<file path="src/rtl/panel_pkg.sv">
// Constants, register map and shared types for the panel indicator block.
// Assumes a 250 MHz machine controller clock.
package panel_pkg;

  // ****************************************************************
  // Timing
  // ****************************************************************
  localparam int CLK_HZ = 250_000_000;
  localparam int BLINK_HALF_MS = 500;
  localparam int HALF_CYC = CLK_HZ / 1000 * BLINK_HALF_MS;
  localparam int TICKS_PER_S = 1000 / BLINK_HALF_MS;
  localparam int TONER_WAIT_S = 120;
  localparam int CLEAR_HOLD_S = 5;
  localparam logic [7:0] TONER_WAIT_TK = 8'(TONER_WAIT_S * TICKS_PER_S);
  localparam logic [7:0] CLEAR_HOLD_TK = 8'(CLEAR_HOLD_S * TICKS_PER_S);

  // ****************************************************************
  // Copy counts
  // ****************************************************************
  localparam logic [3:0] TONER_GRACE = 4'hA;
  localparam int DRUM_WARN = 29_000;
  localparam int DRUM_EXTRA = 1_000;
  localparam int DRUM_LIFE = DRUM_WARN + DRUM_EXTRA;
  localparam int DRUM_UNIT = 1_000;
  localparam logic [4:0] DRUM_HI_INIT = 5'(DRUM_LIFE / DRUM_UNIT);
  localparam logic [4:0] DRUM_WARN_HI = 5'(DRUM_EXTRA / DRUM_UNIT);
  localparam logic [9:0] DRUM_LO_MAX = 10'(DRUM_UNIT - 1);
  localparam logic [15:0] MAINT_CNT_MAX = 16'hFFFF;

  // ****************************************************************
  // Register map
  // ****************************************************************
  localparam logic [4:0] REG_CTRL = 5'h00;
  localparam logic [4:0] REG_MAINT_SET = 5'h04;
  localparam logic [4:0] REG_STATUS = 5'h08;
  localparam logic [4:0] REG_MASK = 5'h0C;
  localparam logic [4:0] REG_STATE = 5'h10;
  localparam logic [4:0] REG_MAINT_CNT = 5'h14;
  localparam logic [4:0] REG_DRUM_LEFT = 5'h18;
  localparam int CTRL_MCLR_BIT = 8;
  localparam logic [7:0] THR_RST = 8'h40;
  localparam logic [15:0] MAINT_SET_RST = 16'h2710;
  localparam int STS_W = 7;

  // ****************************************************************
  // Types
  // ****************************************************************
  typedef enum logic [1:0] {TN_OK, TN_LOW, TN_FEED, TN_STOP} toner_t;

  typedef struct packed {
    logic new_drum;
    logic drum_blink;
    logic drum_warn;
    logic toner_stop;
    logic toner_feed;
    logic toner_low;
    logic maint;
  } evt_t;

  typedef struct packed {
    logic preheat;
    logic ready;
    logic maint;
    logic toner;
    logic drum;
  } lamps_t;

  typedef struct packed {
    logic show;
    logic [4:0] hi;
    logic [9:0] lo;
  } disp_t;

endpackage

</file>
<file path="src/rtl/panel_status.sv">
// Operator panel status indicator controller with Avalon-MM registers.
// Assumes machine state and copy events come from logic on clk_i;
// the new drum switch and the clear key are raw pins.
// Summary of operation
// - Pre-heat lamp steady while in energy saving state.
// - Pre-heat lamp blinks during warm-up and recovery from saving.
// - Pre-heat lamp off once recovered and fuser is ready.
// - Maintenance lamp lights at the set count; copying continues.
// - Toner lamp steady once density falls below threshold.
// - After ten more sheets, toner lamp blinks and feed motor runs.
// - Two minutes of feed without recovery: ready off, copying stops.
// - Drum lamp steady when drum copy count reaches 29,000.
// - Drum lamp blinks after 1,000 more copies; copying continues.
// - Clear key held 5 s in user mode shows drum life, 2+3 digits.
// - New drum switch actuation means a new drum is installed.
`timescale 1ns/1ps
module panel_status
  import panel_pkg::*;
#(
  parameter int unsigned TICK_CYC = HALF_CYC
) (
  input wire logic clk_i,                // Clock, 250 MHz
  input wire logic rstn_i,               // Async reset, active low
  input wire logic [4:0] avs_address_i,  // Byte address
  input wire logic avs_read_i,           // Read request
  input wire logic avs_write_i,          // Write request
  input wire logic [31:0] avs_writedata_i, // Write data
  output logic [31:0] avs_readdata_o,    // Read data
  output logic avs_waitrequest_o,        // Wait request
  input wire logic eco_i,                // Energy saving active
  input wire logic fuse_ready_i,         // Fuser at ready temperature
  input wire logic copying_i,            // Copy in progress
  input wire logic copy_done_i,          // One sheet copied, pulse
  input wire logic [7:0] toner_density_sense_i, // Toner density
  input wire logic new_drum_switch_i,    // Drum reset switch pin
  input wire logic clear_key_i,          // Clear key pin
  input wire logic user_mode_i,          // User service mode
  output lamps_t lamps_o,                // Panel lamps
  output logic toner_feed_motor_o,       // Toner supply drive
  output logic copy_stop_o,              // Inhibit copying
  output disp_t disp_o,                  // Drum life display
  output logic irq_o                     // Interrupt, level
);

  // ****************************************************************
  // State
  // ****************************************************************
  typedef struct packed {
    logic ack;
    logic [31:0] rdata;
    logic [7:0] thr;
    logic [15:0] maint_set;
    logic [15:0] maint_cnt;
    logic maint_on;
    evt_t sts;
    evt_t mask;
    toner_t tn;
    logic [3:0] sheets;
    logic [7:0] tn_tmr;
    logic [4:0] drum_hi;
    logic [9:0] drum_lo;
    logic drum_warn;
    logic drum_blink;
    logic blink;
    logic [7:0] hold_tmr;
    logic drum_sw_q;
    lamps_t lamps;
    logic feed;
    logic stop;
    disp_t disp;
    logic irq;
  } top_st_t;

  top_st_t st_ff;
  top_st_t nxt_st;
  logic tick;
  logic drum_sw;
  logic clr_key;
  logic req;
  logic low;
  logic new_drum;
  logic drum_empty;
  evt_t evt;
  evt_t clr;

  // ****************************************************************
  // Pins and timebase
  // ****************************************************************
  pin_sync u_drum_sync (
    .clk_i(clk_i),
    .rstn_i(rstn_i),
    .pin_i(new_drum_switch_i),
    .level_o(drum_sw)
  );

  pin_sync u_key_sync (
    .clk_i(clk_i),
    .rstn_i(rstn_i),
    .pin_i(clear_key_i),
    .level_o(clr_key)
  );

  tick_gen #(
    .PERIOD(TICK_CYC)
  ) u_tick (
    .clk_i(clk_i),
    .rstn_i(rstn_i),
    .tick_o(tick)
  );

  // ****************************************************************
  // Next state
  // ****************************************************************
  always_comb begin
    nxt_st = st_ff;
    evt = '0;
    clr = '0;
    req = avs_read_i | avs_write_i;
    low = toner_density_sense_i < st_ff.thr;
    new_drum = drum_sw & ~st_ff.drum_sw_q;
    drum_empty = (st_ff.drum_hi == 5'h0) && (st_ff.drum_lo == 10'h0);
    nxt_st.drum_sw_q = drum_sw;
    if (tick) begin
      nxt_st.blink = ~st_ff.blink;
    end

    // ****************************************************************
    // Bus: first cycle latches read data, second cycle completes
    // ****************************************************************
    nxt_st.ack = req & ~st_ff.ack;
    if (avs_read_i && !st_ff.ack) begin
      if (avs_address_i == REG_CTRL) begin
        nxt_st.rdata = {24'h0, st_ff.thr};
      end else if (avs_address_i == REG_MAINT_SET) begin
        nxt_st.rdata = {16'h0, st_ff.maint_set};
      end else if (avs_address_i == REG_STATUS) begin
        nxt_st.rdata = {25'h0, st_ff.sts};
      end else if (avs_address_i == REG_MASK) begin
        nxt_st.rdata = {25'h0, st_ff.mask};
      end else if (avs_address_i == REG_STATE) begin
        nxt_st.rdata = {22'h0, st_ff.disp.show, st_ff.stop,
                        st_ff.feed, st_ff.tn, st_ff.lamps};
      end else if (avs_address_i == REG_MAINT_CNT) begin
        nxt_st.rdata = {16'h0, st_ff.maint_cnt};
      end else if (avs_address_i == REG_DRUM_LEFT) begin
        nxt_st.rdata = {16'h0, 1'b0, st_ff.drum_hi, st_ff.drum_lo};
      end else begin
        nxt_st.rdata = '0;
      end
    end
    // ****************************************************************
    // Read of status clears only the bits that were reported
    // ****************************************************************
    if (avs_read_i && st_ff.ack && avs_address_i == REG_STATUS) begin
      clr = evt_t'(st_ff.rdata[STS_W-1:0]);
    end
    if (avs_write_i && st_ff.ack) begin
      if (avs_address_i == REG_CTRL) begin
        nxt_st.thr = avs_writedata_i[7:0];
        if (avs_writedata_i[CTRL_MCLR_BIT]) begin
          nxt_st.maint_cnt = '0;
          nxt_st.maint_on = 1'b0;
        end
      end else if (avs_address_i == REG_MAINT_SET) begin
        nxt_st.maint_set = avs_writedata_i[15:0];
      end else if (avs_address_i == REG_MASK) begin
        nxt_st.mask = evt_t'(avs_writedata_i[STS_W-1:0]);
      end
    end

    // ****************************************************************
    // Maintenance count, lamp only, never stops the machine
    // ****************************************************************
    if (copy_done_i && st_ff.maint_cnt != MAINT_CNT_MAX) begin
      nxt_st.maint_cnt = st_ff.maint_cnt + 16'h1;
    end
    if (nxt_st.maint_cnt >= st_ff.maint_set && st_ff.maint_set != 16'h0
        && !st_ff.maint_on && nxt_st.maint_cnt != 16'h0) begin
      nxt_st.maint_on = 1'b1;
      evt.maint = 1'b1;
    end

    // ****************************************************************
    // Toner supervision
    // ****************************************************************
    case (st_ff.tn)
      TN_OK: begin
        if (low) begin
          nxt_st.tn = TN_LOW;
          nxt_st.sheets = '0;
          evt.toner_low = 1'b1;
        end
      end
      TN_LOW: begin
        if (!low) begin
          nxt_st.tn = TN_OK;
        end else if (copy_done_i) begin
          if (st_ff.sheets == TONER_GRACE - 4'h1) begin
            nxt_st.tn = TN_FEED;
            nxt_st.tn_tmr = '0;
            evt.toner_feed = 1'b1;
          end else begin
            nxt_st.sheets = st_ff.sheets + 4'h1;
          end
        end
      end
      TN_FEED: begin
        if (!low) begin
          nxt_st.tn = TN_OK;
        end else if (tick) begin
          if (st_ff.tn_tmr == TONER_WAIT_TK - 8'h1) begin
            nxt_st.tn = TN_STOP;
            evt.toner_stop = 1'b1;
          end else begin
            nxt_st.tn_tmr = st_ff.tn_tmr + 8'h1;
          end
        end
      end
      TN_STOP: begin
        if (!low) begin
          nxt_st.tn = TN_OK;
        end
      end
      default: begin
        nxt_st.tn = TN_OK;
      end
    endcase

    // ****************************************************************
    // Drum life, counted down as thousands and units
    // ****************************************************************
    if (new_drum) begin
      nxt_st.drum_hi = DRUM_HI_INIT;
      nxt_st.drum_lo = '0;
      nxt_st.drum_warn = 1'b0;
      nxt_st.drum_blink = 1'b0;
      evt.new_drum = 1'b1;
    end else begin
      if (copy_done_i && !drum_empty) begin
        if (st_ff.drum_lo == 10'h0) begin
          nxt_st.drum_lo = DRUM_LO_MAX;
          nxt_st.drum_hi = st_ff.drum_hi - 5'h1;
        end else begin
          nxt_st.drum_lo = st_ff.drum_lo - 10'h1;
        end
      end
      if (!st_ff.drum_warn && (nxt_st.drum_hi < DRUM_WARN_HI
          || (nxt_st.drum_hi == DRUM_WARN_HI
          && nxt_st.drum_lo == 10'h0))) begin
        nxt_st.drum_warn = 1'b1;
        evt.drum_warn = 1'b1;
      end
      if (!st_ff.drum_blink && nxt_st.drum_hi == 5'h0
          && nxt_st.drum_lo == 10'h0) begin
        nxt_st.drum_blink = 1'b1;
        evt.drum_blink = 1'b1;
      end
    end

    // ****************************************************************
    // Drum life display on long clear key press
    // ****************************************************************
    if (!user_mode_i) begin
      nxt_st.disp.show = 1'b0;
      nxt_st.hold_tmr = '0;
    end else if (!clr_key) begin
      nxt_st.hold_tmr = '0;
    end else if (tick && st_ff.hold_tmr != CLEAR_HOLD_TK) begin
      nxt_st.hold_tmr = st_ff.hold_tmr + 8'h1;
    end
    if (user_mode_i && st_ff.hold_tmr == CLEAR_HOLD_TK) begin
      nxt_st.disp.show = 1'b1;
    end
    nxt_st.disp.hi = nxt_st.disp.show ? nxt_st.drum_hi : 5'h0;
    nxt_st.disp.lo = nxt_st.disp.show ? nxt_st.drum_lo : 10'h0;

    // ****************************************************************
    // Lamps and drives
    // ****************************************************************
    if (eco_i) begin
      nxt_st.lamps.preheat = 1'b1;
    end else if (!fuse_ready_i) begin
      nxt_st.lamps.preheat = st_ff.blink;
    end else begin
      nxt_st.lamps.preheat = 1'b0;
    end
    nxt_st.stop = nxt_st.tn == TN_STOP;
    nxt_st.feed = (nxt_st.tn == TN_FEED) || nxt_st.stop;
    nxt_st.lamps.ready = fuse_ready_i & ~eco_i & ~copying_i
                         & ~nxt_st.stop;
    nxt_st.lamps.maint = nxt_st.maint_on;
    if (nxt_st.tn == TN_OK) begin
      nxt_st.lamps.toner = 1'b0;
    end else if (nxt_st.tn == TN_LOW) begin
      nxt_st.lamps.toner = 1'b1;
    end else begin
      nxt_st.lamps.toner = st_ff.blink;
    end
    if (nxt_st.drum_blink) begin
      nxt_st.lamps.drum = st_ff.blink;
    end else begin
      nxt_st.lamps.drum = nxt_st.drum_warn;
    end

    // ****************************************************************
    // Sticky status, a new event wins over the read clear
    // ****************************************************************
    nxt_st.sts = (st_ff.sts & ~clr) | evt;
    nxt_st.irq = |(nxt_st.sts & nxt_st.mask);
  end

  // ****************************************************************
  // Registers
  // ****************************************************************
  always_ff @(posedge clk_i or negedge rstn_i) begin
    if (!rstn_i) begin
      st_ff <= '0;
      st_ff.thr <= THR_RST;
      st_ff.maint_set <= MAINT_SET_RST;
      st_ff.drum_hi <= DRUM_HI_INIT;
      st_ff.tn <= TN_OK;
    end else begin
      st_ff <= nxt_st;
    end
  end

  // ****************************************************************
  // Outputs
  // ****************************************************************

  assign avs_readdata_o = st_ff.rdata;
  assign avs_waitrequest_o = req & ~st_ff.ack;
  assign lamps_o = st_ff.lamps;
  assign toner_feed_motor_o = st_ff.feed;
  assign copy_stop_o = st_ff.stop;
  assign disp_o = st_ff.disp;
  assign irq_o = st_ff.irq;

endmodule

</file>
<file path="src/rtl/pin_sync.sv">
// Three-stage pin synchroniser with agreement filter.
// Assumes an asynchronous pin level; output is a clean level on clk_i.
`timescale 1ns/1ps
module pin_sync
  import panel_pkg::*;
(
  input wire logic clk_i,  // Clock
  input wire logic rstn_i, // Async reset, active low
  input wire logic pin_i,  // Raw pin
  output logic level_o     // Filtered level
);

  typedef struct packed {
    logic s1;
    logic s2;
    logic s3;
    logic lvl;
  } sync_st_t;

  sync_st_t st_ff;
  sync_st_t nxt_st;

  always_comb begin
    nxt_st = st_ff;
    nxt_st.s1 = pin_i;
    nxt_st.s2 = st_ff.s1;
    nxt_st.s3 = st_ff.s2;
    if (st_ff.s2 == st_ff.s3) begin
      nxt_st.lvl = st_ff.s3;
    end
  end

  always_ff @(posedge clk_i or negedge rstn_i) begin
    if (!rstn_i) begin
      st_ff <= '0;
    end else begin
      st_ff <= nxt_st;
    end
  end

  assign level_o = st_ff.lvl;

endmodule

</file>
<file path="src/rtl/tick_gen.sv">
// Periodic one-cycle tick generator.
// Assumes PERIOD of at least one cycle.
`timescale 1ns/1ps
module tick_gen
  import panel_pkg::*;
#(
  parameter int unsigned PERIOD = HALF_CYC
) (
  input wire logic clk_i,  // Clock
  input wire logic rstn_i, // Async reset, active low
  output logic tick_o      // One-cycle pulse
);

  typedef struct packed {
    logic [31:0] cnt;
    logic tick;
  } tick_st_t;

  tick_st_t st_ff;
  tick_st_t nxt_st;

  always_comb begin
    nxt_st = st_ff;
    nxt_st.tick = 1'b0;
    if (st_ff.cnt >= 32'(PERIOD - 1)) begin
      nxt_st.cnt = '0;
      nxt_st.tick = 1'b1;
    end else begin
      nxt_st.cnt = st_ff.cnt + 32'h1;
    end
  end

  always_ff @(posedge clk_i or negedge rstn_i) begin
    if (!rstn_i) begin
      st_ff <= '0;
    end else begin
      st_ff <= nxt_st;
    end
  end

  assign tick_o = st_ff.tick;

endmodule

</file>
<file path="config.mk">
export PLATFORM = sky130hd
export DESIGN_NAME = panel_status
export DESIGN_NICKNAME = d
export VERILOG_FILES = /design/src/rtl/panel_pkg.sv /design/src/rtl/panel_status.sv /design/src/rtl/pin_sync.sv /design/src/rtl/tick_gen.sv
export SDC_FILE = /design/constraint.sdc
export NUM_CORES = 1
export LEC_CHECK = 0
export ABC_AREA = 1
export BUFFER_PORTS_ARGS = -buffer_cell sky130_fd_sc_hd__buf_2
export CAP_MARGIN = 20
export CORE_MARGIN = 8
export CORE_UTILIZATION = 55
export CTS_BUF_LIST = sky130_fd_sc_hd__clkbuf_4 sky130_fd_sc_hd__clkbuf_8 sky130_fd_sc_hd__clkbuf_16
export CTS_CLUSTER_DIAMETER = 120
export DETAILED_ROUTE_END_ITERATION = 10
export GPL_TIMING_DRIVEN = 0
export PLACE_DENSITY = 0.75
export SYNTH_ARGS = -nofsm -noshare
export SYNTH_HDL_FRONTEND = slang
export SYNTH_HIERARCHICAL = 1
export SYNTH_SLANG_ARGS = --single-unit
</file>
<file path="constraint.sdc">
create_clock -name clk_i -period 3.58 [get_ports clk_i]
set_input_delay 0.895 -clock clk_i [delete_from_list [all_inputs] [get_ports clk_i]]
set_output_delay 0.895 -clock clk_i [all_outputs]
set_load 0.02 [all_outputs]
</file>
# Yosys cells after proc, flatten, opt, wreduce, memory -nomap -nowiden
# Cells that the tools add are included.
# op_classes
add_sub_neg	7
n_lt_le_gt_ge	4
eq_ne	29
n_mux	70
bitwise_logic	17
reduce_logical	43
# ops
cell	n
$mux W16	7
$mux W17	4
$mux W8	7
$mux W15	3
$mux W7	5
$add A32 B1 Y32 const B	1
$ge A32 B27 Y1 const B	1
$mux W32	1
$reduce_bool A16 Y1	2
$mux W1	25
$logic_not A10 Y1	2
$mux W10	2
$add A16 B1 Y16 const B	1
$add A8 B1 Y8 const B	2
$ge A16 B16 Y1	1
$logic_and A1 B1 Y1	16
$ne A16 B16 Y1 const B	1
$pmux W8 S2	1
$eq A5 B5 Y1 const B	3
$logic_not A5 Y1	3
$and A7 B7 Y7	2
$mux W14	1
$mux W2	7
$ne A2 B2 Y1 const B	7
other kinds (37)	65
# totals
ff_bits	193
output_inout_bits	57
wordCells	220

# Longest topological paths before layout
# logic_depth
depth_word	15
mapped_depth	24
ltp_nobuf	23

# Modules after synthesis
# Netlist, hierarchy kept.
# modules_own_cells
mod	n_inst	cells_per_inst	area_each_um2	seq_area_each_um2
panel_status	1	1090	8269.2	3390.8
tick_gen	1	253	1833.0	825.8
pin_sync	2	8	116.4	100.1

# Least setup slack after synthesis
# Ideal clock, no wire load.
# synth_path
kind	input to register
from	input port avs_address_i[1]
to	register st_ff, in the netlist irq_o
setup_ns	0.068
arrival_ns	2.855
slack_ns	0.657
path_stages	20
n_path_buf	1
path_cell_list	nor2_2 > nand3_2 > buf_2 > o31ai_1 > nand2_1 > nand2_1 > inv_1 > ha_1 > nand2_1 > inv_1 > nand3_1 > nor3_1 > nand3_1 > nand3_1 > nand3_1 > inv_1 > nand2_1 > nand2_1 > nand2_1 > nand3_1
# synth_lines
item	line_no	rtl
start: declaration	panel_status.sv:24	input wire logic [4:0] avs_address_i,
end signal: assignment	panel_status.sv:323	st_ff <= nxt_st;
end: declaration	panel_status.sv:74	top_st_t st_ff;

==> results.sh <==
export IMPL_grt_pass1_vias=8862
export IMPL_core_mm2=0.0186
export IMPL_clkLatencyLatePin_ns=0.43
export IMPL_layout_cells_non_filler=1724
export IMPL_dp_slack_ns=-0.129
export IMPL_cts_hold_buf=0
export IMPL_synth_main_ff_cell="dfrtp_1"
export IMPL_synthArstFlopShare_pct=100
export IMPL_num_nets_final=1567
export IMPL_clkSinkCount=176
export IMPL_synth_top_area_share_pct=40.2
export IMPL_clock_root_buffer="clkbuf_16"
export IMPL_tightest_slew_ns=0.814
export IMPL_ys_seq_elements=176
export IMPL_maxCapViolCount=0
export IMPL_ios=113
export IMPL_leakagePower_nw=5.87
export IMPL_drive_gt1_share_pct=16.8
export IMPL_ant_nets=0
export IMPL_drt_total_wl_mm=26.7
export IMPL_grt_max_degree=126
export IMPL_place_area_mm2=0.0111
export IMPL_p_switching_mw=2.33
export IMPL_fin_ws_ns=0.353
export IMPL_h_tree_depth=4
export IMPL_synthCells=1359
export IMPL_netlist_cell_type_count=51
export IMPL_outcome="finished, final reports clean"
export IMPL_rsz0062_at_grt="no"
export IMPL_final_cell_area_mm2=0.0117
export IMPL_routed_via_count=9214
export IMPL_syn_area_mm2=0.0103
export IMPL_p_comb_share_pct=31.3
export IMPL_dp_final_hpwl_mm=20.6
export IMPL_slew_headroom_pct=45.1
export IMPL_die_area_mm2=0.0234
export IMPL_finClkSkew_ns=0.00744
export IMPL_ys_warn_count=6
export IMPL_internal_power_mw=3.87
export IMPL_cp_end_kind="flip-flop"
export IMPL_portBuffers=80
export IMPL_worst_ep_required_time_ns=3.87
export IMPL_avgSynthCellArea_um2=7.60
export IMPL_tns_ns=0
export IMPL_yosysTopAreaCell="dfrtp_1"
export IMPL_switching_share_pct=37.6
export IMPL_fmaxAchievable_mhz=310
export IMPL_cp_start_kind="input pin"
export IMPL_num_antenna_cells=0
export IMPL_met1_usage_pct=30.7
export IMPL_dr_pass1_iters=8
export IMPL_synth_edf_count=0
export IMPL_whs_ns=0.349
export IMPL_final_util_pct=62.9
export IMPL_antenna_found_initial=0
export IMPL_placementRows=50
export IMPL_cts_resized=0
export IMPL_period_share_pct=90.1
export IMPL_clkTransAtPathRegs_ns=0.06
export IMPL_cts_tree="built"
export IMPL_drc=0
export IMPL_ir_worst_vdd_mv=0.364
export IMPL_wl_per_cell_um=15.5
export IMPL_drt_iter0_markers=828
export IMPL_yosys_top_cells_area="dfrtp_1, nand2_1, inv_1"
export IMPL_seqPwrFrac_pct=40.6
export IMPL_met3_usage_pct=5.50
export IMPL_cts_buffer_depth=2
export IMPL_grt_pass1_wl_mm=44.1
export IMPL_seq_area_frac_synth_pct=42.7
export IMPL_place_gp_congestion=0.968
export IMPL_slew_viol_final=0
export IMPL_period_minus_slack_ns=3.23
export IMPL_cp_arrival_ns=3.52
export IMPL_chipHeight_um=153
export IMPL_crit_fanout=8
export IMPL_initial_core_util_pct=55.6
export IMPL_use_met2_pct=37.3
export IMPL_crit_type="input pin to flip-flop"
export IMPL_pwr_density_cell_mw_per_mm2=531
export IMPL_die_width_um=153
export IMPL_dp_cells=1693
export IMPL_area_delta_synth_final_pct=13.1
export IMPL_vias_per_cell=5.34
export IMPL_overflow=0
export IMPL_setup_viol=0
export IMPL_hold_path_class="flip-flop to flip-flop"
export IMPL_p_clk_share_pct=28.2
export IMPL_hold_viol_final=0
export IMPL_cts_inserted_buffers=17
export IMPL_grt_usage_pct=23.2
export IMPL_post_cts_setup_buffers=0
export IMPL_grt_busiest_layer="met2"
export IMPL_power_mw=6.20
## final timing paths
check / start / to / slack [ns] / cells after the start
setup reg to reg: st_ff[80] / irq_o / 0.36 / 20
setup / recovery: avs_address_i[1] / irq_o / 0.35 / 20
hold reg to reg: u_key_sync/nxt_st[2] / u_key_sync/nxt_st[1] / 0.35 / 0
min in group asynchronous: rstn_i / disp_o[5] / 0.37 / 1
hold / removal: u_key_sync/nxt_st[2] / u_key_sync/nxt_st[1] / 0.35 / 0
max in group asynchronous: rstn_i / u_tick/st_ff[20] / 2.25 / 2
## synthesized netlist by cell type, types with 2 or more instances
master and instances:
xnor2_1 6, o21ai_1 10, a21oi_1 56, nand4_1 14, clkbuf_1 12, buf_6 2
and3_1 2, buf_8 2, nand2_2 12, nand2_4 6, mux2_2 4, o221ai_1 5
o21bai_1 2, buf_2 7, o22ai_1 9, dfrtp_1 166, nor2_1 160, nor3_1 23
nand3b_1 5, nand2_1 322, nor2_4 8, clkinv_1 5, dfstp_2 10, nor2_2 10
xor2_1 18, buf_4 54, nor3b_1 2, o21ai_0 93, and2_1 2, nand3_1 72
inv_2 11, nand3_2 4, o21ai_2 2, o31ai_1 7, ha_1 33, o211ai_1 2
o21a_1 2, inv_1 172, a31oi_1 5, nor4_1 8, nor3_2 2, or2_2 2
conb_1 2
## critical path, cell delays in order
cell and delay (ns):
buf_2 0.10, nor2_2 0.23, nand2_1 0.15, nor2_4 0.26, nand3_1 0.21, inv_1 0.12
nand2_1 0.11, nand3_1 0.13, inv_1 0.07, ha_1 0.27, nand2_1 0.09, o21ai_0 0.09
a21oi_1 0.22, nand3_1 0.11, nand3_1 0.08, inv_1 0.04, nand2_1 0.09, nand2_1 0.08
nand2_1 0.06, nand3_1 0.11
## layer usage
| layer | vias to the layer above | part of all wire, % |
|---|---|---|
| met5 | - | 0 |
| met4 | 0 | 2.1 |
| met3 | 55 | 7.0 |
| met2 | 316 | 47 |
| met1 | 4321 | 44 |
| li1 | 4522 | - |
## logic make-up (layout without fill, tap and decap cells)
group                    count (synthesis)  in the layout  synth area share, %
AND/OR/NAND/NOR                        656            656                 28.1
buffers and inverters                  265            377                 12.0
AO/OA/AOI/OAI                          198            198                 10.5
flip-flops                             176            176                 42.7
adder cells (fa/ha/maj)                 33             33                 4.00
XOR/XNOR                                24             24                 2.03
multiplexers                             5              5                0.533
other                                    2             21               0.0727
## layout make-up
type | count | area, um2
inverter | 188 | 706
timing repair buffer | 81 | 438
fill | 1702 | 6890
multi-input combinational | 937 | 4750
tap | 234 | 293
sequential | 176 | 4420
buffer | 77 | 538
clock inverter | 7 | 53.8
clock buffer | 24 | 497
## flip-flops by register name (all words and copies together), names as in the netlist
register and flops:
u_drum_sync/nxt_st 2, st_ff 95, u_drum_sync/level_o 1, avs_readdata_o 16, u_tick/tick_o 1, u_key_sync/nxt_st 2
u_drum_sync/st_ff 1, toner_feed_motor_o 1, u_key_sync/st_ff 1, irq_o 1, disp_o 16, copy_stop_o 1
u_tick/st_ff 32, lamps_o 5, u_key_sync/level_o 1
## placed cells by master, fill, tap and decap left out, types with 10 or more instances in the layout
cell type and instances:
nand2_1 322, inv_1 172, dfrtp_1 166, nor2_1 160
o21ai_0 93, buf_2 86, nand3_1 72, a21oi_1 56
buf_4 54, ha_1 33, nor3_1 22, conb_1 21
xor2_1 18, clkbuf_16 17, nand4_1 14, nand2_2 12
clkbuf_1 12, inv_2 11, nor2_2 10, o21ai_1 10
dfstp_2 10
## power by group through the flow
| stage | Clock (mW) | Combinational, mW | Sequential (mW) |
|---|---|---|---|
| 2_1_floorplan | 0 | 1.45 | 2.46 |
| 3_3_place_gp | 0 | 1.85 | 2.54 |
| 3_5_place_dp | 0 | 1.90 | 2.54 |
| 4_1_cts | 1.78 | 1.92 | 2.51 |
| 5_1_grt | 1.85 | 2.21 | 2.55 |
| 6_report | 1.75 | 1.94 | 2.52 |
No activity file was read; power rests on OpenSTA's default activity.
